$ cat src/hdl/flash_boot_pkg.sv
// shared constants and types of the flash boot loader and ram overlay
package flash_boot_pkg;
    // register byte offsets on the wishbone slave
    localparam logic [7:0] OFS_OVERLAY = 8'h00;
    localparam logic [7:0] OFS_FMODE   = 8'h04;
    localparam logic [7:0] OFS_BAUD    = 8'h08;
    localparam logic [7:0] OFS_SERCTL  = 8'h0c;
    localparam logic [7:0] OFS_STATUS  = 8'h10;
    localparam logic [7:0] OFS_DATA    = 8'h14;
    localparam logic [7:0] OFS_BOOTCTL = 8'h18;
    // field positions
    localparam int OVL_EN_BIT   = 0;
    localparam int OVL_BLK_LSB  = 1;
    localparam int PROG_BIT     = 0;
    localparam int ERASE_BIT    = 1;
    localparam int RX_EN_BIT    = 0;
    localparam int TX_EN_BIT    = 1;
    localparam int BRANCH_BIT   = 0;
    localparam int ST_RXFULL    = 4;
    localparam int ST_TXBUSY    = 5;
    localparam int ST_BOOT      = 6;
    localparam int ST_FLASHBUSY = 7;
    localparam int ST_STATE_LSB = 8;
    // reset values
    localparam logic [15:0] BAUD_RESET = 16'h0000;
    // timing in states (one state is one clk_sys cycle)
    localparam int READY_STATES = 100;
    localparam int BITS_PER_ZERO = 9;
    // boot character values
    localparam logic [7:0] ZERO_BYTE = 8'h00;
    localparam logic [7:0] SYNC_BYTE = 8'h55;
    // address map
    localparam logic [23:0] LOAD_BASE    = 24'hffc000;
    localparam logic [23:0] LOAD_LAST    = 24'hffdfff;
    localparam logic [23:0] OVL_RAM_BASE = 24'hffd000;
    localparam logic [23:0] BLOCK_MASK   = 24'h000fff;
    localparam int          BLOCK_SHIFT  = 12;
    localparam int          BLOCK_COUNT  = 8;

    typedef enum logic [1:0] {
        MODE_BOOT, MODE_USER_PROG, MODE_USER, MODE_INVALID
    } mode_t;

    typedef enum logic [3:0] {
        BS_PINS, BS_BLANK, BS_ERASE, BS_SETTLE, BS_MEASURE, BS_SEND_ZERO,
        BS_WAIT_SYNC, BS_LOAD, BS_RUN, BS_OFF
    } boot_state_t;
endpackage

$ cat src/hdl/flash_boot_loader.sv
// boot-mode entry, serial rate matching, program loader and ram overlay
`timescale 1ns/1ps

// How it works
// - mode pins at reset release pick boot, user program or normal user mode.
// - boot mode erases all flash blocks when flash is not blank.
// - serial channel is 8 data bits, one stop bit, no parity.
// - low time of received zero bytes sets the serial bit-rate divisor.
// - measurement starts only 100 states after reset completes.
// - after rate match the device sends one zero byte.
// - matching only guaranteed for listed host rates and clock ranges.
// - loaded program bytes go to ram 0xffc000 to 0xffdfff.
// - before branching, clear receive/transmit enables, line high, keep divisor.
// - watchdog overflow also ends boot mode.
// - interrupts are blocked while programming or erasing.
// - flash reads are blocked while programming or erasing.
// - overlay works only in user or user program mode.
// - overlay ram is 4 kbyte at 0xffd000 over one selectable flash block.
// - active overlay answers at ram and selected flash block addresses.
// - overlay enabled protects all blocks; program/erase start is refused.
// - clearing overlay enable restores flash to its own range.
// - erasing an overlaid region never clears the overlay ram.
module flash_boot_loader (
    input  wire logic        clk_sys,
    input  wire logic        rst_b,
    input  wire logic        flashWriteEnablePin,
    input  wire logic        modeSelectPinHi,
    input  wire logic        modeSelectPinLo,
    input  wire logic        watchdogOverflow,
    input  wire logic        rxd,
    output logic             txd,
    input  wire logic        flashBlank,
    input  wire logic        flashEraseDone,
    output logic             flashEraseAll,
    output logic             flashProgram,
    output logic             flashErase,
    output logic             flashReadBlock,
    output logic             irqBlock,
    output logic             bootActive,
    output logic             ramWe,
    output logic [23:0]      ramAddr,
    output logic [7:0]       ramWdata,
    input  wire logic [23:0] cpuAddr,
    output logic [23:0]      memAddr,
    output logic             overlayHit,
    input  wire logic        wb_cyc_i,
    input  wire logic        wb_stb_i,
    input  wire logic        wb_we_i,
    input  wire logic [7:0]  wb_adr_i,
    input  wire logic [3:0]  wb_sel_i,
    input  wire logic [31:0] wb_dat_i,
    output logic [31:0]      wb_dat_o,
    output logic             wb_ack_o
);

    typedef struct packed {
        flash_boot_pkg::mode_t       mode;
        flash_boot_pkg::boot_state_t boot;
        logic [15:0] waitCnt;
        logic [3:0]  ninth;
        logic [15:0] baudDiv; // spans the slowest matched rate
        logic        overlayEn;
        logic [2:0]  overlayBlk;
        logic        progStart;
        logic        eraseStart;
        logic        rxEn;
        logic        txEn;
        logic        rxBusy;
        logic [15:0] rxCnt;
        logic [3:0]  rxBit;
        logic [7:0]  rxShift;
        logic [7:0]  rxData;
        logic        rxFull;
        logic        txBusy;
        logic [15:0] txCnt;
        logic [3:0]  txBit;
        logic [9:0]  txShift;
        logic        ramWe;
        logic [23:0] ramAddr;
        logic [7:0]  ramWdata;
        logic [23:0] memAddr;
        logic        overlayHit;
        logic [31:0] rdData;
        logic        ack;
    } state_t;
    state_t cur;
    state_t nxt;
    // true when addr lies in [lo, hi]
    function automatic logic inRange(input logic [23:0] addr,
                                     input logic [23:0] lo,
                                     input logic [23:0] hi);
        inRange = (addr >= lo) && (addr <= hi);
    endfunction
    // base address of flash block n, blocks are 4 kbyte long
    function automatic logic [23:0] blockBase(input logic [2:0] n);
        blockBase = 24'({n, 12'h000});
    endfunction
    logic        overlayActive;
    logic        flashBusy;
    logic        wbReq;
    logic        wbWrite;
    logic        rxValid;
    logic [23:0] blkLo;
    logic [23:0] blkHi;
    // overlay is ignored in boot mode
    assign overlayActive = cur.overlayEn &&
        (cur.mode == flash_boot_pkg::MODE_USER ||
         cur.mode == flash_boot_pkg::MODE_USER_PROG);
    assign flashBusy = flashProgram || flashErase || flashEraseAll;
    assign wbReq     = wb_cyc_i && wb_stb_i && !cur.ack;
    assign wbWrite   = wbReq && wb_we_i;
    assign blkLo     = blockBase(cur.overlayBlk);
    assign blkHi     = blkLo | flash_boot_pkg::BLOCK_MASK;
    assign rxValid   = cur.rxBusy && cur.rxCnt == 16'h0000 &&
                       cur.rxBit == 4'h9 && rxd;
    always_comb begin
        nxt = cur;
        nxt.ack = wbReq;
        nxt.ramWe = 1'b0;
        // mode decode, caught one edge after reset release
        if (cur.boot == flash_boot_pkg::BS_PINS) begin
            if (flashWriteEnablePin && modeSelectPinHi && !modeSelectPinLo)
            begin
                nxt.mode = flash_boot_pkg::MODE_BOOT;
                nxt.boot = flash_boot_pkg::BS_BLANK;
            end else begin
                nxt.boot = flash_boot_pkg::BS_OFF;
                if (flashWriteEnablePin && modeSelectPinHi && modeSelectPinLo)
                begin
                    nxt.mode = flash_boot_pkg::MODE_USER_PROG;
                end else if (!flashWriteEnablePin && modeSelectPinHi &&
                             modeSelectPinLo) begin
                    nxt.mode = flash_boot_pkg::MODE_USER;
                end else begin
                    nxt.mode = flash_boot_pkg::MODE_INVALID;
                end
            end
        end
        // receiver, 8N1, sampled mid-bit
        if (!cur.rxBusy) begin
            if (cur.rxEn && !rxd) begin
                nxt.rxBusy = 1'b1;
                nxt.rxCnt = cur.baudDiv >> 1;
                nxt.rxBit = 4'h0;
            end
        end else if (cur.rxCnt != 16'h0000) begin
            nxt.rxCnt = cur.rxCnt - 16'h0001;
        end else begin
            nxt.rxCnt = cur.baudDiv - 16'h0001;
            nxt.rxBit = cur.rxBit + 4'h1;
            if (cur.rxBit == 4'h0 && rxd) begin
                nxt.rxBusy = 1'b0;
            end else if (cur.rxBit != 4'h0 && cur.rxBit != 4'h9) begin
                nxt.rxShift = {rxd, cur.rxShift[7:1]};
            end else if (cur.rxBit == 4'h9) begin
                // a bad stop bit drops the character
                nxt.rxBusy = 1'b0;
            end
        end
        if (rxValid) begin
            nxt.rxData = cur.rxShift;
        end
        // transmitter, 8N1
        if (cur.txBusy) begin
            if (cur.txCnt != 16'h0000) begin
                nxt.txCnt = cur.txCnt - 16'h0001;
            end else begin
                nxt.txCnt = cur.baudDiv - 16'h0001;
                nxt.txShift = {1'b1, cur.txShift[9:1]};
                nxt.txBit = cur.txBit + 4'h1;
                if (cur.txBit == 4'h9) begin
                    nxt.txBusy = 1'b0;
                end
            end
        end
        // ---- boot sequencer
        case (cur.boot)
            flash_boot_pkg::BS_BLANK: begin
                nxt.boot = flashBlank ? flash_boot_pkg::BS_SETTLE
                                      : flash_boot_pkg::BS_ERASE;
                nxt.waitCnt = 16'h0000;
            end
            flash_boot_pkg::BS_ERASE: begin
                if (flashEraseDone) begin
                    nxt.boot = flash_boot_pkg::BS_SETTLE;
                end
            end
            flash_boot_pkg::BS_SETTLE: begin
                // hold off the low-time measurement after reset
                nxt.waitCnt = cur.waitCnt + 16'h0001;
                if (cur.waitCnt >=
                    16'(flash_boot_pkg::READY_STATES - 1)) begin
                    nxt.waitCnt = 16'h0000;
                    nxt.ninth = 4'h0;
                    nxt.boot = flash_boot_pkg::BS_MEASURE;
                end
            end
            flash_boot_pkg::BS_MEASURE: begin
                // the low run of a zero byte is start plus eight data bits,
                // so every ninth low cycle adds one to the divisor
                if (!rxd) begin
                    if (cur.ninth ==
                        4'(flash_boot_pkg::BITS_PER_ZERO - 1)) begin
                        nxt.ninth = 4'h0;
                        nxt.waitCnt = cur.waitCnt + 16'h0001;
                    end else begin
                        nxt.ninth = cur.ninth + 4'h1;
                    end
                end else if (cur.waitCnt != 16'h0000) begin
                    nxt.baudDiv = cur.waitCnt;
                    nxt.boot = flash_boot_pkg::BS_SEND_ZERO;
                end
            end
            flash_boot_pkg::BS_SEND_ZERO: begin
                // send at once when rxd is high (end of the low run) and the transmitter is idle
                if (!cur.txBusy && rxd) begin
                    nxt.txBusy = 1'b1;
                    nxt.txCnt = cur.baudDiv - 16'h0001;
                    nxt.txBit = 4'h0;
                    nxt.txShift = {1'b1, flash_boot_pkg::ZERO_BYTE, 1'b0};
                    nxt.rxEn = 1'b1;
                    nxt.txEn = 1'b1;
                    nxt.boot = flash_boot_pkg::BS_WAIT_SYNC;
                end
            end
            flash_boot_pkg::BS_WAIT_SYNC: begin
                // any other byte is skipped; the host retries by reset
                if (rxValid && cur.rxShift == flash_boot_pkg::SYNC_BYTE) begin
                    nxt.ramAddr = flash_boot_pkg::LOAD_BASE;
                    nxt.boot = flash_boot_pkg::BS_LOAD;
                end
            end
            flash_boot_pkg::BS_LOAD: begin
                if (rxValid && inRange(cur.ramAddr, flash_boot_pkg::LOAD_BASE,
                                       flash_boot_pkg::LOAD_LAST)) begin
                    nxt.ramWe = 1'b1;
                    nxt.ramWdata = cur.rxShift;
                end
                if (cur.ramWe) begin
                    nxt.ramAddr = cur.ramAddr + 24'h000001;
                end
            end
            flash_boot_pkg::BS_PINS, flash_boot_pkg::BS_RUN,
            flash_boot_pkg::BS_OFF: begin
            end
            default: nxt.boot = flash_boot_pkg::BS_OFF;
        endcase
        if (watchdogOverflow && cur.mode == flash_boot_pkg::MODE_BOOT) begin
            nxt.boot = flash_boot_pkg::BS_OFF;
            nxt.mode = flash_boot_pkg::MODE_INVALID;
        end

        // ---- register writes
        if (wbWrite && wb_sel_i[0]) begin
            case (wb_adr_i)
                flash_boot_pkg::OFS_OVERLAY: begin
                    // clearing the enable lifts the overlay at once
                    nxt.overlayEn = wb_dat_i[flash_boot_pkg::OVL_EN_BIT];
                    nxt.overlayBlk =
                        wb_dat_i[flash_boot_pkg::OVL_BLK_LSB +: 3];
                end
                flash_boot_pkg::OFS_FMODE: begin
                    // start bits only take while nothing protects flash
                    nxt.progStart = wb_dat_i[flash_boot_pkg::PROG_BIT] &&
                        !cur.overlayEn &&
                        cur.mode != flash_boot_pkg::MODE_USER &&
                        cur.mode != flash_boot_pkg::MODE_INVALID;
                    nxt.eraseStart = wb_dat_i[flash_boot_pkg::ERASE_BIT] &&
                        !cur.overlayEn &&
                        cur.mode != flash_boot_pkg::MODE_USER &&
                        cur.mode != flash_boot_pkg::MODE_INVALID;
                end
                flash_boot_pkg::OFS_BAUD: begin
                    nxt.baudDiv[7:0] = wb_dat_i[7:0];
                end
                flash_boot_pkg::OFS_SERCTL: begin
                    nxt.rxEn = wb_dat_i[flash_boot_pkg::RX_EN_BIT];
                    nxt.txEn = wb_dat_i[flash_boot_pkg::TX_EN_BIT];
                end
                flash_boot_pkg::OFS_DATA: begin
                    // a write while busy is dropped; poll the busy flag
                    if (cur.txEn && !cur.txBusy) begin
                        nxt.txBusy = 1'b1;
                        nxt.txCnt = cur.baudDiv - 16'h0001;
                        nxt.txBit = 4'h0;
                        nxt.txShift = {1'b1, wb_dat_i[7:0], 1'b0};
                    end
                end
                flash_boot_pkg::OFS_BOOTCTL: begin
                    if (wb_dat_i[flash_boot_pkg::BRANCH_BIT] &&
                        cur.boot == flash_boot_pkg::BS_LOAD) begin
                        // serial stops, line idles high, divisor kept
                        nxt.rxEn = 1'b0;
                        nxt.txEn = 1'b0;
                        nxt.rxBusy = 1'b0;
                        nxt.txBusy = 1'b0;
                        nxt.boot = flash_boot_pkg::BS_RUN;
                    end
                end
                default: ;
            endcase
        end
        if (wbWrite && wb_sel_i[1] &&
            wb_adr_i == flash_boot_pkg::OFS_BAUD) begin
            nxt.baudDiv[15:8] = wb_dat_i[15:8];
        end
        // overlay turned on drops any running program or erase
        if (cur.overlayEn) begin
            nxt.progStart = 1'b0;
            nxt.eraseStart = 1'b0;
        end

        // ---- receive-full flag, a new byte wins over the read that clears
        if (wbReq && !wb_we_i && wb_adr_i == flash_boot_pkg::OFS_DATA) begin
            nxt.rxFull = 1'b0;
        end
        if (rxValid) begin
            nxt.rxFull = 1'b1;
        end

        // ---- register reads
        nxt.rdData = 32'h00000000;
        if (wbReq && !wb_we_i) begin
            case (wb_adr_i)
                flash_boot_pkg::OFS_OVERLAY: begin
                    nxt.rdData[flash_boot_pkg::OVL_EN_BIT] = cur.overlayEn;
                    nxt.rdData[flash_boot_pkg::OVL_BLK_LSB +: 3] =
                        cur.overlayBlk;
                end
                flash_boot_pkg::OFS_FMODE: begin
                    nxt.rdData[flash_boot_pkg::PROG_BIT] = cur.progStart;
                    nxt.rdData[flash_boot_pkg::ERASE_BIT] = cur.eraseStart;
                end
                flash_boot_pkg::OFS_BAUD: nxt.rdData[15:0] = cur.baudDiv;
                flash_boot_pkg::OFS_SERCTL: begin
                    nxt.rdData[flash_boot_pkg::RX_EN_BIT] = cur.rxEn;
                    nxt.rdData[flash_boot_pkg::TX_EN_BIT] = cur.txEn;
                end
                flash_boot_pkg::OFS_STATUS: begin
                    nxt.rdData[1:0] = cur.mode;
                    nxt.rdData[flash_boot_pkg::ST_RXFULL] = cur.rxFull;
                    nxt.rdData[flash_boot_pkg::ST_TXBUSY] = cur.txBusy;
                    nxt.rdData[flash_boot_pkg::ST_BOOT] = bootActive;
                    nxt.rdData[flash_boot_pkg::ST_FLASHBUSY] = flashBusy;
                    nxt.rdData[flash_boot_pkg::ST_STATE_LSB +: 4] = cur.boot;
                end
                flash_boot_pkg::OFS_DATA: nxt.rdData[7:0] = cur.rxData;
                default: ;
            endcase
        end

        // overlay address steering, one cycle of latency
        nxt.overlayHit = overlayActive && inRange(cpuAddr, blkLo, blkHi);
        if (nxt.overlayHit) begin
            nxt.memAddr = flash_boot_pkg::OVL_RAM_BASE |
                          (cpuAddr & flash_boot_pkg::BLOCK_MASK);
        end else begin
            nxt.memAddr = cpuAddr;
        end
    end

    always_ff @(posedge clk_sys or negedge rst_b) begin
        if (!rst_b) begin
            cur <= '0;
            cur.mode <= flash_boot_pkg::MODE_INVALID;
            cur.boot <= flash_boot_pkg::BS_PINS;
            cur.baudDiv <= flash_boot_pkg::BAUD_RESET;
            cur.txShift <= 10'h3ff;
        end else begin
            cur <= nxt;
        end
    end

    assign txd = cur.txBusy ? cur.txShift[0] : 1'b1;
    assign bootActive = cur.mode == flash_boot_pkg::MODE_BOOT &&
                        cur.boot != flash_boot_pkg::BS_RUN &&
                        cur.boot != flash_boot_pkg::BS_OFF;
    // erase goes to the flash array only, never to the overlay ram
    assign flashEraseAll = cur.boot == flash_boot_pkg::BS_ERASE;
    assign flashProgram = cur.progStart && !cur.overlayEn;
    assign flashErase = cur.eraseStart && !cur.overlayEn;
    assign flashReadBlock = flashBusy;
    assign irqBlock = flashBusy || bootActive;
    assign ramWe = cur.ramWe;
    assign ramAddr = cur.ramAddr;
    assign ramWdata = cur.ramWdata;
    assign memAddr = cur.memAddr;
    assign overlayHit = cur.overlayHit;
    assign wb_dat_o = cur.rdData;
    assign wb_ack_o = cur.ack;

endmodule

$ cat config.mk
export PLATFORM = sky130hd
export DESIGN_NAME = flash_boot_loader
export DESIGN_NICKNAME = d
export VERILOG_FILES = /design/src/hdl/flash_boot_pkg.sv /design/src/hdl/flash_boot_loader.sv
export SDC_FILE = /design/constraint.sdc
export NUM_CORES = 1
export LEC_CHECK = 0
export BUFFER_PORTS_ARGS = -buffer_cell sky130_fd_sc_hd__buf_4
export CORE_MARGIN = 1
export CORE_UTILIZATION = 57
export DETAILED_ROUTE_END_ITERATION = 7
export GPL_TIMING_DRIVEN = 0
export PLACE_DENSITY = 0.8
export SLEW_MARGIN = 20
export SYNTH_ARGS = -nofsm -noshare
export SYNTH_HDL_FRONTEND = slang
export SYNTH_SLANG_ARGS = --single-unit
export TNS_END_PERCENT = 5
$ cat constraint.sdc
create_clock -name clk_sys -period 3.2 [get_ports clk_sys]
set_input_delay 0.32 -clock clk_sys [delete_from_list [all_inputs] [get_ports clk_sys]]
set_output_delay 0.32 -clock clk_sys [all_outputs]
set_load 0.005 [all_outputs]
---- Word level (Yosys, flattened, before mapping) ----
Index checks and enable logic that the tools add are counted.
storage, ports and cells
  register bits after elaboration ......... 194
  input port bits ......................... 80
operators by class
  add/sub/neg operators ................... 8
  magnitude comparators ................... 5
  equality and inequality tests ........... 32
  muxes and demuxes ....................... 72
  bitwise gates (word level) .............. 2
  reductions and logical operators ........ 80
operator list
  operator                                                    number
  2-to-1 mux 31 bit                                           5
  2-to-1 mux 16 bit                                           7
  2-to-1 mux 24 bit                                           4
  one-hot mux 16 bit (3 select lines)                         1
  one-hot mux 24 bit (2 select lines)                         1
  nonzero test 16 bit                                         3
  subtractor 16 x 1 -> 16 bit (second input constant)         3
  2-to-1 mux 4 bit                                            11
  2-to-1 mux 21 bit                                           2
  logical AND 1 bit                                           39
  2-to-1 mux 8 bit                                            4
  2-to-1 mux 30 bit                                           1
  one-hot mux 4 bit (7 select lines)                          1
  adder 24 x 1 -> 24 bit (second input constant)              1
  equality test 8 x 5 -> 1 bit (second input constant)        3
  greater-or-equal comparator 24 x 15 -> 1 bit                1
  greater-or-equal comparator 24 bit (second input constant)  1
  <= comparator 24 x 15 -> 1 bit                              1
  <= comparator 24 bit (second input constant)                1
  equality test 4 bit (second input constant)                 5
  2-to-1 mux 20 bit                                           1
  nonzero test 2 bit                                          10
  2-to-1 mux 6 bit                                            3
  2-to-1 mux 17 bit                                           1
  37 further kinds                                            89

---- Depth between registers and ports, before layout ----
Gate-level depths: netlist of the first run.
  depth after elaboration ................. 14
  depth in mapped cells ................... 9
  depth with buffers taken out ............ 7

---- Least setup slack after synthesis of the first run ----
Ideal clock, no wire load.
  path type ............................... register to register
  from .................................... reg cur[143] (netlist name)
  to ...................................... reg cur (netlist bit ramWdata[0])
  library setup time ...................... 0.125 ns
  arrival ................................. 2.209 ns
  required time ........................... 3.075 ns
  slack ................................... 0.866 ns
  stages on the path, launching flop included .. 9
  path buffers ............................ 1
  cell sequence ........................... dfrtp_1 -> inv_1 -> ha_1 -> or4b_4 -> nor3_2 -> nand3_1 -> or3_1 -> buf_6 -> mux2_4
between the ends
  word-level cells in the longest chain between the ends .. 6
ends and longest elaborated chain
  what                                  line                      text
  start: declaration                    flash_boot_loader.sv:86   state_t cur;
  start signal: assignment              flash_boot_loader.sv:370  cur <= nxt;
  logical NOT 16 bit                    flash_boot_loader.sv:114  assign rxValid = cur.rxBusy && cur.rxCnt == 16'h0000 &&
  logical AND 1 bit (2 in a row)        flash_boot_loader.sv:114
  logical AND 1 bit                     flash_boot_loader.sv:115  cur.rxBit == 4'h9 && rxd;
  logical AND 1 bit                     flash_boot_loader.sv:234  if (rxValid && inRange(cur.ramAddr, flash_boot_pkg::LOAD_BASE,
  AND reduction 2 bit (no source line)  n/a
No other way between the ends.
A chain may end at the register's enable or synchronous reset.

---- Final worst setup path of the first run ----
  from .................................... reg cur[188] (netlist name)
  to ...................................... reg cur[195] (netlist name)
between the ends
  word-level cells in the longest chain between the ends .. 4
ends and longest elaborated chain
  what                                   line                                                text
  adder 16 x 1 -> 16 bit                 flash_boot_loader.sv:190, flash_boot_loader.sv:205
  2-to-1 mux 16 bit                      flash_boot_loader.sv:202                            if (cur.ninth ==
  2-to-1 mux 20 bit                      flash_boot_loader.sv:201                            if (!rxd) begin
  one-hot mux 16 bit (3 select lines) *  flash_boot_loader.sv:177                            case (cur.boot)
Mark *: on every way between the ends. The rest lies on a longest branch, timed or not. The select of a mux whose other input is x is not followed.

==> impl_results.md, run 1 <==
* Crit path kind: reg2reg
* Slowest stage delay, CP at 0.59 ns
* Max Root-Sink Buffers at 2
* Highest routed layer: met4
* Area of the mapped netlist at 10900 um^2
* Largest net degree at the start of global routing at 89
* CTS Sinks at 194
* Most numerous cell in the Yosys netlist: dfrtp_1
* Detailed Route WL at 27900 um
* Top cells by area, synth: dfrtp_1 42%, buf_4 6.2%, mux2i_1 4.4%
* Total negative slack at 0 ns
* Synth async-reset ratio at 100%
* Max transition margin at 27.1%
* Vias per cell at 5.84
* Initial antenna violation count at 0
* Worst setup SP type: flip-flop
* Worst Path Max Fanout at 10
* Wire per inst at 17.9 um
* Critical path, cell by cell: ha_1 -> nor4_1 -> o2111ai_1 -> nor2b_1 -> nor3b_1 -> clkbuf_1 -> nor2_1
* Leakage power at 6.12 nW
* Post-Syn Instances at 1116
* Max H-tree Level at 4
* CTS tree: yes
* First-pass GRT wire length at 44600 um
* Worst-skew pair later-pin latency at 0.44 ns
* Num ports at 178
* Final slew viol count at 0
* Critical path arrival at 3.15 ns
* Critical path capture point type: flip-flop
* Dpl cells at 1510
* CTS Buf Count at 17
* Top cell type by total area after synthesis: dfrtp_1
* Dpl hpwl at 20300 um
* Share of cells above drive strength 1 at 26.3%
* Number of synthesized flops with an enable pin at 0
* Final Cycle Share at 89.1%
* Total track usage at 29.1%
* Outcome: finished, final reports clean
* FP Rows at 50
* Post-cts resize count at 0
* Slew @ Worst Pin at 1.09 ns
* Root buf cell: clkbuf_16
* Layout Cells excl Fill at 1555
* Grt ovf at 0
* Antenna Cells at 0
* Setup Skew at 0.00961 ns
* 1st-iter DRT viols at 808
* VDD IR-drop max at 0.000374 V
* TritonRoute pass-1 iters at 6
* Wire length on met2 at 13800 um
* Critical Path RT at 3.50 ns
* Full die area at 19700 um^2
* Die H at 140 um
* Core ar. at 18700 um^2
* Final setup fails at 0
* Yosys reg bits at 194
* Fmax at 351 MHz
* Class of the worst hold path: in2reg
* Sequential area share after synthesis at 44.7%
* Max Cap Violations at 0
* Final WS setup at 0.348 ns
* Die width at 140 um
* Vias in the first global route at 8620
* Input/output buffers at 143
* GPL Wtd Cong at 0.957
* Setup bufs post-CTS at 0
* Power per standard cell area at 425 nW/um^2
* Most instantiated cells after synthesis: 182 x dfrtp_1, 106 x nand2_1, 90 x buf_4
* Final hold violation count at 0
* Vias at 9077
* Pre-CTS setup slack at 0.362 ns
* Minimum clock period at 2.85 ns
* Synth Area per Inst at 9.77 um^2
* CTS Hold Buffers Added at 13
* Crit-path slowest cell: nor3b_1
* Fin nets at 1409
* Synth Flop Type: dfrtp_1
* Ys Warns at 0
* Library cells used by synthesis at 75
* RSZ-0062 raised after global routing: false
* Met1 wire length at 11400 um
* Wire length on met3 at 1910 um
* Area delta synth->final at 20.4%
* Post-DRT Antenna Nets at 0
* Top cell type's share of synthesized area at 41.8%
* Detailed-route DRC error count at 0
* Starting Density at 58.3%
* CTS clk-pin slew, worst paths at 0.08 ns
==> placed cells by master, fill, tap and decap left out, types with 7 or more instances in the layout <==
master and instances:
buf_4 232, dfrtp_1 182, nand2_1 106, nor2_1 86, o21ai_0 56, xnor2_1 52, mux2i_1 48, nand3_1 39
nor3_1 35, clkbuf_1 32, inv_1 29, xor2_1 26, nor4_1 25, mux2_2 23, ha_1 21, nand4_1 20
clkbuf_16 18, a21oi_1 17, nand2b_1 16, conb_1 16, and3_1 15, or2_2 14, dlygate4sd3_1 13, or3_1 12
dfstp_2 12, or4_1 10, buf_2 8, nor4b_1 8, and4_1 8, nor2b_1 8, mux2_4 8, nor3b_1 7
a22oi_1 7
==> sequential cells by signal, summed over array words and instances, names as in the netlist <==
signal	cells
blkHi	3
cur	116
memAddr	24
overlayHit	1
ramAddr	24
ramWdata	8
ramWe	1
wb_ack_o	1
wb_dat_o	16
==> per-stage QoR <==
step	hold WS (ns)	utilization (%)	area (um^2)	power (mW)
3_5_place_dp	0.195	66.2	12400	3.43
3_3_place_gp	0.449	65.9	12300	3.39
5_1_grt	0.0646	70.2	13100	5.81
4_1_cts	0.0654	70.2	13100	5.59
2_1_floorplan	0.0244	-	11000	3.12
6_report	0.0734	70.2	13100	5.58
==> layout make-up <==
type,instances,area (um^2)
fill,1411,5570
timing repair buffer,158,1270
tap,234,293
buffer,137,870
inverter,29,109
multi-input combinational,771,5120
clock buffer,18,450
clock inverter,14,156
sequential,194,4870
==> layer usage <==
metal | global-route usage (%) | vias up
met1 | 38.7 | 4400
met2 | 47.7 | 397
met4 | 11.9 | 0
li1 | - | 4213
met5 | 0 | -
met3 | 4.58 | 67
==> cells by family (layout without fill, tap and decap cells) <==
logic type      after synthesis  after routing  synth area share [%]
fa+ha+maj                    21             21                  2.41
simple gates                442            442                  21.7
compound gates              135            135                  8.07
buf+inv                     166            356                  8.97
other cells                   1             16                0.0344
mux                          79             79                  7.88
xor+xnor                     78             78                  6.27
flops                       194            194                  44.7
==> critical path: cells and delay by family (launching register included) <==
kind	cells	cell delay, ns
adders and majority gates	1	0.37
and+or+nand+nor	4	1.01
AOI/OAI and AO/OA	1	0.41
buffers and inverters	1	0.44
DFF	1	0.48
==> power breakdown <==
group | switching, mW | total (mW) | internal (mW) | leakage (nW)
Clock | 1.07 | 2.17 | 1.10 | 0.293
Sequential | 0.145 | 2.71 | 2.57 | 2.32
Combinational | 0.379 | 0.702 | 0.323 | 3.51
==> final timing paths <==
path                        startpoint           to  slack (ns)  cells after the start
setup / recovery              cur[188]     cur[195]        0.35                      7
hold / removal             cpuAddr[19]  memAddr[19]        0.07                      2
setup reg to reg              cur[188]     cur[195]        0.35                      7
hold reg to reg                cur[91]      cur[91]        0.47                      2
max in group asynchronous        rst_b     cur[100]        1.76                      4
min in group asynchronous        rst_b  ramAddr[12]        0.32                      2
(Power assumes the default switching activity.)
==> run 2: changes to the inputs <==
--- a/config.mk
+++ b/config.mk
@@ -10,7 +10,7 @@
 export CORE_UTILIZATION = 57
 export DETAILED_ROUTE_END_ITERATION = 7
 export GPL_TIMING_DRIVEN = 0
-export PLACE_DENSITY = 0.8
+export PLACE_DENSITY_LB_ADDON = 0.12
 export SLEW_MARGIN = 20
 export SYNTH_ARGS = -nofsm -noshare
 export SYNTH_HDL_FRONTEND = slang
==> run 2 against run 1 <==
- core utilization shrank 0.23 points
- critical path depth unchanged
- global-route usage shrank 0.16 points
- cell count is essentially flat
- clock-buffer cell count rose by 2
- clock skew is essentially flat
- first-iteration DRC count rose by 2.2%
- maximum frequency grew 1.2%
- combinational power decreased by 2%
- flip-flop and latch count unchanged
==> impl_results.md, run 2 (same netlist as run 1, synthesis figures left out) <==
* Worst-skew pair later-pin latency at 0.44 ns (about the same)
* Starting Density at 58.3% (unchanged)
* First-pass GRT wire length at 43700 um (was 44600 um)
* Vias in the first global route at 8255 (was 8620)
* Slowest stage delay, CP at 0.82 ns (was 0.59 ns)
* Crit-path slowest cell: nor4b_1 (was nor3b_1)
* Root buf cell: clkbuf_16 (unchanged)
* Final setup fails at 0 (unchanged)
* RSZ-0062 raised after global routing: false (unchanged)
* Total track usage at 28.9% (was 29.1%)
* Detailed Route WL at 27500 um (was 27900 um)
* Worst Path Max Fanout at 10 (unchanged)
* CTS Buf Count at 17 (unchanged)
* Core ar. at 18700 um^2 (unchanged)
* Max transition margin at 28.1% (was 27.1%)
* Cell family with most CP delay: simple AND/OR/NAND/NOR gates (unchanged)
* Slew @ Worst Pin at 1.08 ns (was 1.09 ns)
* Setup bufs post-CTS at 0 (unchanged)
* Share of cells above drive strength 1 at 26.1% (was 26.3%)
* GPL Wtd Cong at 0.941 (was 0.957)
* Max H-tree Level at 4 (unchanged)
* Final Util at 70.0% (was 70.2%)
* Full die area at 19700 um^2 (unchanged)
* TritonRoute pass-1 iters at 5 (was 6)
* Max reg flops at 116 (unchanged)
* Minimum clock period at 2.82 ns (was 2.85 ns)
* Dpl hpwl at 20400 um (was 20300 um)
* Vias per cell at 5.72 (was 5.84)
* Worst setup SP type: flip-flop (unchanged)
* Initial antenna violation count at 0 (unchanged)
* FF-to-FF Start: cur[121] (was cur[188])
* Commonest non-fill, non-tap cell in the layout: buf_4 (unchanged)
* Largest net degree at the start of global routing at 90 (was 89)
* Leakage power at 6.09 nW (was 6.12 nW)
* Outcome: finished, final reports clean (unchanged)
* VDD IR-drop max at 0.000394 V (was 0.000374 V)
* Crit path buf inv count at 3 (was 1)
* Worst R2R End: cur[111] (was cur[195])
* Wire per inst at 17.7 um (was 17.9 um)
* Multi-input gate area at 5120 um^2 (unchanged)
* Critical path arrival at 3.14 ns (was 3.15 ns)
* Max Cap Violations at 0 (unchanged)
* Register area at 4870 um^2 (unchanged)
* Final hold violation count at 0 (unchanged)
* Vias at 8893 (was 9077)
* Die H at 140 um (unchanged)
* Antenna Cells at 0 (unchanged)
* Fmax at 355 MHz (was 351 MHz)
* Slack of the worst reg-to-reg path at 0.38 ns (was 0.35 ns)
* Input/output buffers at 143 (unchanged)
* CTS Sinks at 194 (unchanged)
* Fill cells at 1430 (was 1411)
* Final slew viol count at 0 (unchanged)
* Worst path depth at 7 (unchanged)
* Die width at 140 um (unchanged)
* Commonest cells after routing, fill and taps aside: 232 x buf_4, 182 x dfrtp_1, 106 x nand2_1, 86 x nor2_1, 56 x o21ai_0 (unchanged)
* Setup Skew at 0.00951 ns (was 0.00961 ns)
* Hold EP: memAddr[5] (was memAddr[19])
* Post-DRT Antenna Nets at 0 (unchanged)
* Critical path, cell by cell: clkbuf_1 -> nand2b_1 -> nor4b_1 -> a41o_1 -> buf_2 -> buf_2 -> o21ai_0 (was ha_1 -> nor4_1 -> o2111ai_1 -> nor2b_1 -> nor3b_1 -> clkbuf_1 -> nor2_1)
* Area delta synth->final at 20.0% (was 20.4%)
* Grt ovf at 0 (unchanged)
* Crit path kind: reg2reg (unchanged)
* Max Root-Sink Buffers at 2 (unchanged)
* Critical Path RT at 3.52 ns (was 3.50 ns)
* Min Hold Slack at 0.0229 ns (was 0.0734 ns)
* Hold_sp: cpuAddr[5] (was cpuAddr[19])
* FP Rows at 50 (unchanged)
* Cell depth of the worst hold path at 1 (was 2)
* R2R depth at 7 (unchanged)
* Detailed-route DRC error count at 0 (unchanged)
* 1st-iter DRT viols at 826 (was 808)
* Total negative slack at 0 ns (unchanged)
* Fin nets at 1408 (was 1409)
* Critical path capture point type: flip-flop (unchanged)
* Num ports at 178 (unchanged)
* CTS tree: yes (unchanged)
* Most flops, register: cur (unchanged)
* Class of the worst hold path: in2reg (unchanged)
* Power per standard cell area at 421 nW/um^2 (was 425 nW/um^2)
* Most common cell on crit path: buf_2
* CTS clk-pin slew, worst paths at 0.08 ns (about the same)
* Final Cycle Share at 88.1% (was 89.1%)
[run 2: cell count changes in the layout (fill, tap and decap cells not counted), sizes merged]
cell,before,now
clkinvlp,1,3
clkbuf,50,52
bufinv,0,1
clkinv,5,4
dlygate4sd3,13,12
inv,37,33
[run 2: worst max-delay path by stage]
stage,endpoint,slack (ns),from
2_1_floorplan,ramWdata[0],0.87,cur[143]
3_3_place_gp,cur[111],0.35,wb_adr_i[5]
3_5_place_dp,cur[111],0.33,wb_adr_i[5]
4_1_cts,cur[152],0.37,cur[147]
5_1_grt,cur[199],0.20,cur[188]
6_report,cur[111],0.38,cur[121]
[run 2: per-stage QoR]
step | cells | setup slack [ns] | power [mW] | instance area (um^2)
floorplan | 1131 | 0.866 | 3.12 | 11000
global placement | 1508 | 0.354 | 3.39 | 12300
detailed placement | 1510 | 0.334 | 3.42 | 12400
CTS | 1553 | 0.369 | 5.53 | 13100
global route | 1554 | 0.199 | 5.74 | 13100
finish | 1554 | 0.381 | 5.50 | 13100
[run 2: layer usage]
metal	vias up	global-route usage (%)	share of wire, %
met5	-	0	0
met4	0	8.85	2.1
met3	47	4.51	6.0
met2	302	46.7	49
met1	4328	40.3	43
li1	4216	-	-
[run 2: layout make-up]
cell class | instances | area share, %
timing repair buffer | 157 | 9.60
buffer | 137 | 6.64
sequential | 194 | 37.2
inverter | 29 | 0.832
tap | 234 | 2.24
multi-input combinational | 771 | 39.1
clock inverter | 12 | 0.966
clock buffer | 20 | 3.41
[run 2: power breakdown]
group	switching, mW	total [mW]	internal [mW]	leakage [nW]
clock network	0.993	2.11	1.12	0.273
logic	0.367	0.689	0.322	3.50
registers	0.139	2.71	2.57	2.32
total	1.50	5.50	4.01	6.09
[run 2: worst reg2reg max path, cell delays in order, from the launching register on]
cell	delay (ns)
dfrtp_1	0.36
clkbuf_1	0.27
nand2b_1	0.29
nor4b_1	0.82
a41o_1	0.33
buf_2	0.27
buf_2	0.25
o21ai_0	0.11
[run 2: what timing repair did]
action | in CTS | in global routing
hold endpoints to repair | 54 | 1
hold buffers | 11 | 1
gates resized for setup | 0 | 0
==> run 3: changes to the inputs <==
--- a/config.mk
+++ b/config.mk
@@ -10,6 +10,7 @@
 export CORE_UTILIZATION = 57
 export DETAILED_ROUTE_END_ITERATION = 7
 export GPL_TIMING_DRIVEN = 0
+export MAX_ROUTING_LAYER = met4
 export PLACE_DENSITY_LB_ADDON = 0.12
 export SLEW_MARGIN = 20
 export SYNTH_ARGS = -nofsm -noshare
==> constraint.sdc (replaced) <==
create_clock -name clk_sys -period 3.1 [get_ports clk_sys]
set_input_delay 0.31 -clock clk_sys [delete_from_list [all_inputs] [get_ports clk_sys]]
set_output_delay 0.31 -clock clk_sys [all_outputs]
set_load 0.005 [all_outputs]
==> run 3 against run 2 <==
- combinational power is 3.5% higher
- clock power up 5%
- critical path depth is the same
- largest power group unchanged
==> impl_results.md, run 3 (same netlist as run 1, synthesis figures left out) <==
* Core ar. at 18700 um^2 (unchanged)
* Setup Skew at 0.0106 ns (was 0.00951 ns)
* Max H-tree Level at 4 (unchanged)
* Worst Path Max Fanout at 10 (unchanged)
* Max Cap Violations at 0 (unchanged)
* Setup bufs post-CTS at 0 (unchanged)
* Vias at 8968 (was 8893)
* Post-DRT Antenna Nets at 0 (unchanged)
* Critical path capture point type: flip-flop (unchanged)
* Cell family with most CP delay: simple AND/OR/NAND/NOR gates (unchanged)
* Hold_sp: cpuAddr[16] (was cpuAddr[5])
* 1st-iter DRT viols at 726 (was 826)
* Power per standard cell area at 437 nW/um^2 (was 421 nW/um^2)
* Input/output buffers at 143 (unchanged)
* Vias per cell at 5.77 (was 5.72)
* CTS tree: yes (unchanged)
* GPL Wtd Cong at 0.947 (was 0.941)
* Critical path arrival at 3.21 ns (was 3.14 ns)
* Share of cells above drive strength 1 at 26.3% (was 26.1%)
* Crit-path slowest cell: nor3b_1 (was nor4b_1)
* Dpl hpwl at 20500 um (was 20400 um)
* Area delta synth->final at 20.3% (was 20.0%)
* CTS clk-pin slew, worst paths at 0.08 ns (about the same)
* First-pass GRT wire length at 44200 um (was 43700 um)
* RSZ-0062 raised after global routing: false (unchanged)
* Commonest non-fill, non-tap cell in the layout: buf_4 (unchanged)
* FF-to-FF Start: cur[188] (was cur[121])
* Hold EP: memAddr[16] (was memAddr[5])
* Tot Pwr at 5.73 mW (was 5.50 mW)
* Die H at 140 um (unchanged)
* Slowest stage delay, CP at 0.65 ns (was 0.82 ns)
* Most flops, register: cur (unchanged)
* Crit path buf inv count at 1 (was 3)
* Vias in the first global route at 8438 (was 8255)
* Worst setup SP type: flip-flop (unchanged)
* Critical Path RT at 3.40 ns (was 3.52 ns)
* Total negative slack at 0 ns (unchanged)
* Slew @ Worst Pin at 1.11 ns (was 1.08 ns)
* Total track usage at 30.1% (was 28.9%)
* VDD IR-drop max at 0.000390 V (was 0.000394 V)
* Outcome: finished, final reports clean (unchanged)
* Fmax at 344 MHz (was 355 MHz)
* Final slew viol count at 0 (unchanged)
* Grt ovf at 0 (unchanged)
* Crit path kind: reg2reg (unchanged)
* Detailed Route WL at 28100 um (was 27500 um)
* Starting Density at 58.3% (unchanged)
* Wire per inst at 18.1 um (was 17.7 um)
* Detailed-route DRC error count at 0 (unchanged)
* Root buf cell: clkbuf_16 (unchanged)
* CTS Sinks at 194 (unchanged)
* Worst R2R End: cur[197] (was cur[111])
* Class of the worst hold path: in2reg (unchanged)
* Largest net degree at the start of global routing at 97 (was 90)
* Max reg flops at 116 (unchanged)
* Min Hold Slack at 0.0593 ns (was 0.0229 ns)
* Worst-skew pair later-pin latency at 0.44 ns (about the same)
* Slack of the worst reg-to-reg path at 0.19 ns (was 0.38 ns)
* CTS Buf Count at 17 (unchanged)
* Minimum clock period at 2.91 ns (was 2.82 ns)
* Commonest cells after routing, fill and taps aside: 232 x buf_4, 182 x dfrtp_1, 106 x nand2_1, 86 x nor2_1, 56 x o21ai_0 (unchanged)
* Antenna Cells at 0 (unchanged)
* Max Root-Sink Buffers at 2 (unchanged)
* R2R depth at 7 (unchanged)
* Num ports at 178 (unchanged)
* Max transition margin at 26.1% (was 28.1%)
* Final setup fails at 0 (unchanged)
* Final hold violation count at 0 (unchanged)
* Cell depth of the worst hold path at 2 (was 1)
* Critical path, cell by cell: ha_1 -> nor4_1 -> o2111ai_1 -> nor2b_1 -> nor3b_1 -> clkbuf_1 -> nor2_1 (was clkbuf_1 -> nand2b_1 -> nor4b_1 -> a41o_1 -> buf_2 -> buf_2 -> o21ai_0)
* TritonRoute pass-1 iters at 5 (unchanged)
* Final Cycle Share at 93.7% (was 88.1%)
* Leakage power at 6.11 nW (was 6.09 nW)
* Full die area at 19700 um^2 (unchanged)
* Fin nets at 1409 (was 1408)
* Die width at 140 um (unchanged)
* FP Rows at 50 (unchanged)
* Initial antenna violation count at 0 (unchanged)
## run 3: changes by cell type in the layout (fill, tap and decap cells not counted)
cell,previous run,this run
clkinvlp_4,3,1
inv_6,1,3
clkbuf_1,34,33
dlygate4sd3_1,12,13
inv_8,3,4
nor4_1,25,24
nor4_2,2,3
## run 3: metal layers
metal / vias to the layer above / routed length [um] / global-route usage, %
li1: 4214 / - / -
met1: 4383 / 12000 / 39.1
met2: 333 / 13600 / 47.3
met3: 38 / 1840 / 6.39
met4: 0 / 636 / 9.43
met5: - / 0 / -
## run 3: metrics by stage
step / instances / instance area, um^2 / util, % / worst slack (ns)
finish: 1555 / 13100 / 70.1 / 0.195
global route: 1555 / 13100 / 70.1 / 0.0719
CTS: 1555 / 13100 / 70.0 / 0.219
detailed placement: 1510 / 12400 / 66.2 / 0.237
global placement: 1508 / 12300 / 65.9 / 0.250
floorplan: 1131 / 11000 / - / 0.766
## run 3: worst max-delay path by stage
| stage | startpoint | end | slack (ns) | depth (start not counted) |
|---|---|---|---|---|
| final | cur[188] | cur[197] | 0.19 | 7 |
| after global routing | cur[188] | cur[197] | 0.07 | 7 |
| after CTS | cur[147] | cur[153] | 0.22 | 4 |
| after detailed placement | cur[147] | cur[153] | 0.24 | 4 |
| after global placement | wb_adr_i[5] | cur[111] | 0.25 | 8 |
| after floorplan | cur[143] | ramWdata[0] | 0.77 | 8 |
## run 3: area by class of cell
class / count / area (um^2)
Tap cell: 234 / 293
Fill cell: 1423 / 5590
Sequential cell: 194 / 4870
Timing Repair Buffer: 158 / 1270
Clock buffer: 19 / 443
Clock inverter: 13 / 140
Inverter: 29 / 109
Buffer: 137 / 870
Multi-Input combinational cell: 771 / 5120
## run 3: what timing repair did
item,CTS,global route
hold endpoints to repair,48,0
resized for setup,0,1
endpoints found under the setup margin,0,2
hold buffers,13,0
## run 3: where the power goes
group / switching (mW) / internal (mW)
Clock: 1.05 / 1.16
Sequential: 0.153 / 2.65
Combinational: 0.381 / 0.332
